### src/core/lba_cfg.svh
`ifndef LBA_CFG_SVH
`define LBA_CFG_SVH
// bit position of the coprocessor-present flag in the internal config register
`define LBA_COPRO_BIT 1
// register address of that config byte, kept for reference by software models
`define LBA_CFG_ADDR 8'h43
// reset value of the wait-state counts
`define LBA_WS_RESET 4'h0
// dead clocks required after each exchange
`define LBA_DEAD_CYC 2'h1
// clocks between the grant and owning the bus
`define LBA_OWN_DLY 2'h1
// clocks the sequencer stays blind to the line after its own request pulse
`define LBA_ECHO_DLY 2'h3
`endif

### src/core/lba_pkg.sv
package lba_pkg;
	typedef enum logic [2:0] {
		LBA_IDLE = 3'b000,
		LBA_REQ = 3'b001,
		LBA_WAIT_GT = 3'b011,
		LBA_HOLD = 3'b010,
		LBA_OWN = 3'b110,
		LBA_REL = 3'b111,
		LBA_DEAD = 3'b101
	} lba_state_e;
	typedef enum logic [2:0] {
		LBA_T1 = 3'b000,
		LBA_T2 = 3'b001,
		LBA_T3 = 3'b011,
		LBA_TW = 3'b010,
		LBA_T4 = 3'b110
	} lba_tstate_e;
	typedef enum logic [1:0] {
		LBA_CYC_MEM = 2'h0,
		LBA_CYC_IO = 2'h1,
		LBA_CYC_DMA = 2'h2
	} lba_cyc_e;
	typedef struct packed {
		logic [3:0] mem_ws;
		logic [3:0] io_ws;
		logic [3:0] dma_ws;
	} lba_ws_s;
	typedef struct packed {
		logic rd;
		logic wr;
	} lba_cmd_s;
endpackage : lba_pkg

### src/core/lba_arbiter.sv
`timescale 1ns/10ps
`default_nettype none
`include "lba_cfg.svh"
module lba_arbiter #(
	parameter int WS_W = 4
) (
	input wire logic ref_clk_i,
	input wire logic rst_n_i,
	input wire logic system_reset_line_i,
	input wire logic [7:0] internal_config_register_i,
	input wire lba_pkg::lba_ws_s ws_cfg_i,
	input wire logic bus_req_i,
	input wire logic bus_done_i,
	input wire logic cyc_start_i,
	input wire lba_pkg::lba_cyc_e cyc_type_i,
	input wire logic cyc_read_i,
	input wire logic req_grant_line_a_i,
	input wire logic req_grant_line_b_i,
	output logic req_grant_line_a_o,
	output logic req_grant_line_a_oe_o,
	output logic req_grant_line_b_o,
	output logic req_grant_line_b_oe_o,
	output logic bus_owned_o,
	output logic bus_drive_o,
	output lba_pkg::lba_cmd_s cmd_o,
	output logic cyc_busy_o,
	output lba_pkg::lba_tstate_e tstate_o
);
	////////////////////////////////////////////////////////////////////////
	// pin synchronisers; lines are active low, idle pulled high
	logic [1:0] sys_rst_sync;
	logic [1:0] line_a_sync;
	logic [1:0] line_b_sync;
	always_ff @(posedge ref_clk_i) begin
		if (!rst_n_i) begin
			sys_rst_sync <= 2'h0;
			line_a_sync <= 2'h3;
			line_b_sync <= 2'h3;
		end else begin
			sys_rst_sync <= {sys_rst_sync[0], system_reset_line_i};
			line_a_sync <= {line_a_sync[0], req_grant_line_a_i};
			line_b_sync <= {line_b_sync[0], req_grant_line_b_i};
		end
	end
	// a released system reset line takes effect two clocks late
	logic active;
	assign active = sys_rst_sync[1];
	////////////////////////////////////////////////////////////////////////
	// line selection latched per exchange so a flag change mid-exchange cannot split it
	lba_pkg::lba_state_e state;
	logic use_b;
	logic grant_seen;
	assign grant_seen = use_b ? !line_b_sync[1] : !line_a_sync[1];
	always_ff @(posedge ref_clk_i) begin
		if (!rst_n_i) begin
			use_b <= 1'b0;
		end else if (state == lba_pkg::LBA_IDLE) begin
			// the flag is read only while idle
			use_b <= internal_config_register_i[`LBA_COPRO_BIT];
		end
	end
	////////////////////////////////////////////////////////////////////////
	// exchange sequencer
	logic [1:0] cnt;
	logic pulse;
	always_ff @(posedge ref_clk_i) begin
		if (!rst_n_i || !active) begin
			state <= lba_pkg::LBA_IDLE;
			cnt <= 2'h0;
			pulse <= 1'b0;
		end else begin
			pulse <= 1'b0;
			unique case (state)
				lba_pkg::LBA_IDLE: begin
					if (bus_req_i) begin
						state <= lba_pkg::LBA_REQ;
						pulse <= 1'b1;
						cnt <= `LBA_ECHO_DLY;
					end
				end
				lba_pkg::LBA_REQ: begin
					// the line is shared, so our own pulse returns through the synchroniser
					// two clocks late and must not be taken for the grant
					if (cnt == 2'h0) begin
						state <= lba_pkg::LBA_WAIT_GT;
					end else begin
						cnt <= cnt - 2'h1;
					end
				end
				lba_pkg::LBA_WAIT_GT: begin
					// grant may come at T4 or idle of the processor; wait indefinitely
					// limitation: no timeout, a silent processor leaves the block waiting here
					if (grant_seen) begin
						state <= lba_pkg::LBA_HOLD;
						cnt <= `LBA_OWN_DLY;
					end
				end
				lba_pkg::LBA_HOLD: begin
					// processor floats the bus the clock after its grant
					if (cnt == 2'h1) begin
						state <= lba_pkg::LBA_OWN;
					end
					cnt <= cnt - 2'h1;
				end
				lba_pkg::LBA_OWN: begin
					if (bus_done_i) begin
						state <= lba_pkg::LBA_REL;
						pulse <= 1'b1;
					end
				end
				lba_pkg::LBA_REL: begin
					// one dead clock lets both sides resync before the next request
					state <= lba_pkg::LBA_DEAD;
					cnt <= `LBA_DEAD_CYC;
				end
				lba_pkg::LBA_DEAD: begin
					if (cnt == 2'h1) begin
						state <= lba_pkg::LBA_IDLE;
					end
					cnt <= cnt - 2'h1;
				end
				default: state <= lba_pkg::LBA_IDLE;
			endcase
		end
	end
	////////////////////////////////////////////////////////////////////////
	// pin drive: only the selected line is ever enabled
	// lines are only pulled low; a released line reads the pull-up
	always_ff @(posedge ref_clk_i) begin
		if (!rst_n_i) begin
			req_grant_line_a_o <= 1'b1;
			req_grant_line_a_oe_o <= 1'b0;
			req_grant_line_b_o <= 1'b1;
			req_grant_line_b_oe_o <= 1'b0;
			bus_owned_o <= 1'b0;
			bus_drive_o <= 1'b0;
		end else begin
			req_grant_line_a_o <= 1'b0;
			req_grant_line_b_o <= 1'b0;
			req_grant_line_a_oe_o <= pulse && !use_b;
			req_grant_line_b_oe_o <= pulse && use_b;
			bus_owned_o <= (state == lba_pkg::LBA_OWN);
			// drive stops on the edge that raises the release pulse, a clock before the pulse reaches the line
			bus_drive_o <= (state == lba_pkg::LBA_OWN) && !bus_done_i;
		end
	end
	////////////////////////////////////////////////////////////////////////
	// bus cycle timer on the system clock; I/O uses no slower channel clock
	function automatic logic [WS_W-1:0] ws_of(input lba_pkg::lba_cyc_e t,
			input lba_pkg::lba_ws_s w);
		unique case (t)
			lba_pkg::LBA_CYC_MEM: ws_of = WS_W'(w.mem_ws);
			lba_pkg::LBA_CYC_IO: ws_of = WS_W'(w.io_ws);
			default: ws_of = WS_W'(w.dma_ws);
		endcase
	endfunction : ws_of
	logic [WS_W-1:0] ws_left;
	logic rd_cyc;
	always_ff @(posedge ref_clk_i) begin
		if (!rst_n_i || !active) begin
			tstate_o <= lba_pkg::LBA_T1;
			ws_left <= WS_W'(`LBA_WS_RESET);
			rd_cyc <= 1'b0;
			cyc_busy_o <= 1'b0;
		end else begin
			unique case (tstate_o)
				lba_pkg::LBA_T1: begin
					if (cyc_start_i && !cyc_busy_o) begin
						cyc_busy_o <= 1'b1;
						rd_cyc <= cyc_read_i;
						ws_left <= ws_of(cyc_type_i, ws_cfg_i);
						tstate_o <= lba_pkg::LBA_T2;
					end else if (cyc_busy_o) begin
						cyc_busy_o <= 1'b0;
					end
				end
				lba_pkg::LBA_T2: tstate_o <= lba_pkg::LBA_T3;
				lba_pkg::LBA_T3: begin
					// a zero count skips the wait states
					tstate_o <= (ws_left == '0) ? lba_pkg::LBA_T4 : lba_pkg::LBA_TW;
				end
				lba_pkg::LBA_TW: begin
					ws_left <= ws_left - WS_W'(1);
					if (ws_left == WS_W'(1)) begin
						tstate_o <= lba_pkg::LBA_T4;
					end
				end
				lba_pkg::LBA_T4: tstate_o <= lba_pkg::LBA_T1;
				default: tstate_o <= lba_pkg::LBA_T1;
			endcase
		end
	end
	////////////////////////////////////////////////////////////////////////
	// commands delayed one state: asserted entering T3, dropped at T4
	// the window is judged one state ahead, so T3 with no waits already closes it
	logic cmd_win;
	assign cmd_win = (tstate_o == lba_pkg::LBA_T2)
		|| (tstate_o == lba_pkg::LBA_T3 && ws_left != '0)
		|| (tstate_o == lba_pkg::LBA_TW && ws_left != WS_W'(1));
	always_ff @(posedge ref_clk_i) begin
		if (!rst_n_i || !active) begin
			cmd_o <= '0;
		end else begin
			cmd_o.rd <= rd_cyc && cmd_win;
			cmd_o.wr <= !rd_cyc && cmd_win;
		end
	end
endmodule : lba_arbiter
`default_nettype wire

### config.mk
export PLATFORM = sky130hd
export DESIGN_NAME = lba_arbiter
export DESIGN_NICKNAME = d
export VERILOG_FILES = /design/src/core/lba_pkg.sv /design/src/core/lba_arbiter.sv
export VERILOG_INCLUDE_DIRS = /design/src /design/src/core
export SDC_FILE = /design/constraint.sdc
export NUM_CORES = 1
export LEC_CHECK = 0
export BUFFER_PORTS_ARGS = -buffer_cell sky130_fd_sc_hd__clkbuf_2
export CORE_UTILIZATION = 45
export CTS_CLUSTER_DIAMETER = 100
export CTS_CLUSTER_SIZE = 14
export DETAILED_ROUTE_END_ITERATION = 6
export HOLD_SLACK_MARGIN = 0.05
export PLACE_DENSITY = 0.75
export REMOVE_ABC_BUFFERS = 1
export SYNTH_ARGS = -nofsm -noshare
export SYNTH_HDL_FRONTEND = slang
export SYNTH_SLANG_ARGS = --single-unit
### constraint.sdc
create_clock -name ref_clk_i -period 1.3 [get_ports ref_clk_i]
set_clock_uncertainty 0.15 [all_clocks]
set_input_delay 0.13 -clock ref_clk_i [delete_from_list [all_inputs] [get_ports ref_clk_i]]
set_output_delay 0.13 -clock ref_clk_i [all_outputs]
set_load 0.05 [all_outputs]
==> results.ini <==
[timing]
slew_violations=0
hold_viol_final=0
fmax_mhz=620
setup_violations=12
rsz0062_at_grt=true
period_share_pct=124
finalCriticalPeriod_ns=1.61
hold_ws_ns=0.0160
worst_pin_slew_ns=0.361
slew_headroom_pct=75.7
fin_ws_ns=-0.312

[finish]
finalInstanceArea_um2=2220
drive_above_1_share_pct=51.3
fillers=190
antenna_cells=0
synthToLayoutAreaGrowth_pct=61.7
fin_cells=261
nNetsFinal=265
multi_input_area_um2=905
regArea_um2=602

[grt]
grt.total_usage_pct=24.9
grt_antenna_before_repair=0
gr-total-overflow=0
grt_max_degree=11
grt_pass1_vias=1493
grt_pass1_wl_um=6160

[place]
dp_hpwl_um=2470
preCtsSetupSlack_ns=-0.283
dp.cells=241
place_congestion=0.911
placed_area_um2=1740
io_buffers=35

[die]
initial_core_util_pct=48.5
pin_count=43
die_area_um2=3270
num_rows=19
fp.dieH_um=57.2
core_um2=2830
dieWidth_um=57.2

[synth]
synthDistinctLibCells=41
synth_top_cell_by_area=dfxtp_1
synthAdderAreaFrac_pct=4.56
ys_ff_latch=29
synth-compound-area-share_pct=16.5
synth_xor_xnor_area_share_pct=0
synth_top_family_by_area=simple AND/OR/NAND/NOR gates
synth.area.mux_share_pct=6.75
syn_area_per_cell_um2=8.79
postSynthCellCount=156
syn_area_um2=1370
yosysSeqAreaShare_pct=42.3
synth_area_leaders=dfxtp_1 42%, mux2i_1 5.1%, ha_1 4.6%
synthSimpleGateAreaFrac_pct=24.6
ys_warn_count=0
synth.top_cell.area_share_pct=42.3

[worst_setup_path]
crit_family=compound AO/OA/AOI/OAI gates
cp_max_fo=4
crit_buf_inv=1
arrival_ns=1.69
start_kind=flip-flop
worstPathCellList=inv_2 -> ha_4 -> nand2_4 -> o32a_1 -> and4_1 -> o21a_1
required_ns=1.38
end_kind=flip-flop
slowest_delay_ns=0.36
cp_slowest_cell=dfxtp_2
path_class=flip-flop to flip-flop

[run_status]
status=complete, but fails checks
violations=design-rule violations, negative setup slack

[drt]
drtAntennaViolNets=0
firstDrtPassIters=6
vias=1470
via_per_inst=5.63
drc=2
wirelength_um=3960
drt_iter0_markers=43
wl_per_cell_um=15.2

[power_and_ir_drop]
ir_drop_mv=0.914
leakagePower_nw=0.941
power_density_nw_per_um2=867

[cts]
insertion_delay_ns=0.34
clkTransAtPathRegs_ns=0.10
cts.path.max_buffers=2
cts_root_buf=clkbuf_4
cts-buffers-inserted=5
cts_tree=yes
h-tree-depth=2
clock_sinks=29

[run]
drv_cap=0

[hold_path]
hold_path_class=input pin to flip-flop

## cell usage in the layout (no fill, tap or decap), types with 6 or more instances in the layout
master,n
mux2i_1,6
clkbuf_4,6
clkbuf_2,29
nand2_1,10
buf_4,26
nand2b_1,7
buf_6,6
o21ai_0,7
nor2_1,8
dlygate4sd3_1,8
nor3_1,6
dfxtp_1,20
## power by group
| part | leakage (nW) | internal (W) | switching [W] |
|---|---|---|---|
| sequential | 0.242 | 0.000898 | 0.0000110 |
| combinational | 0.654 | 0.000122 | 0.000113 |
| clock | 0.0455 | 0.000459 | 0.000321 |
| total | 0.941 | 0.00148 | 0.000445 |
## repair_timing
item                                    4_1_cts  5_1_grt
gates resized for setup                      48       30
endpoints found under the setup margin       16       20
endpoints found under the hold margin        12        0
hold buffers                                  8        0
buffers inserted                              0        4
pin swaps                                    11       13
## path summary, 6_finish.rpt
path,startpoint,slack (ns),to,cells past startpoint
worst min-delay path,rst_n_i,0.02,ws_left[1],3
worst min register to register,line_b_sync[0],0.27,line_b_sync[1],1
worst max-delay path,cnt[0],-0.31,cnt[1],6
worst max register to register,cnt[0],-0.31,cnt[1],6
## cell type report
class / count / share of cell area, %
clock buffers: 7 / 2.48
flip-flops and latches: 29 / 27.1
multi-input cells: 112 / 40.8
well taps: 31 / 1.75
inverters: 7 / 1.41
clock inverters: 1 / 1.35
repair buffers: 74 / 25.1
## flip-flops by register name, summed over array words and instances, names as in the netlist, 2 cells and up, named ones only
| name | count |
|---|---|
| line_a_sync | 2 |
| cmd_o | 2 |
| state | 2 |
| ws_left | 4 |
| sys_rst_sync | 2 |
| tstate_o | 3 |
| cnt | 2 |
| line_b_sync | 2 |
## worst min-delay path, stage by stage
cell	delay [ns]
clkbuf_2	0.10
nand2_2	0.17
a221oi_2	0.05
## through the flow
step / total power, W / TNS, ns / utilization (%)
floorplan: 0.00102 / -3.07 / -
global placement: 0.00110 / -0.992 / 61.6
detailed placement: 0.00111 / -1.66 / 61.6
CTS: 0.00190 / -0.987 / 73.4
global route: 0.00199 / -2.10 / 78.4
finish: 0.00192 / -1.40 / 78.4
## kinds of logic after synthesis
group	count (synthesis)
and+or+nand+nor	64
AOI/OAI and AO/OA	34
DFF	29
buffers and inverters	15
muxes	9
adders and majority gates	5
## synth_stat cells
cell / instances
nor2b_1: 3
nor4_1: 2
a21boi_0: 1
mux2i_1: 7
nor2_1: 10
a2111oi_0: 1
a21oi_1: 8
buf_4: 3
a31oi_1: 2
and4_1: 1
and3_1: 2
o221a_2: 1
dfxtp_1: 29
o21a_1: 1
nor3_2: 1
nor3b_2: 1
o21ai_1: 1
nand2b_1: 7
a21o_1: 1
nand2_1: 16
and2b_1: 1
buf_2: 3
o311a_1: 1
o32a_1: 1
o21ai_0: 9
nand3b_1: 2
o21bai_1: 1
a311oi_1: 1
o21ba_2: 1
mux2_2: 2
ha_1: 5
nor3_1: 7
inv_1: 7
a32o_1: 1
nand3_1: 6
or3b_1: 1
clkbuf_1: 2
a32oi_1: 1
a211oi_1: 1
a221oi_1: 1
and2_1: 4
## metal layers
metal / GRT usage [%] / wire length [um]
met4: 13.9 / 199
met3: 7.94 / 198
met2: 47.7 / 2090
met1: 23.0 / 1470
met5: 0 / 0
Note: power is estimated with default switching activity, not from simulation.
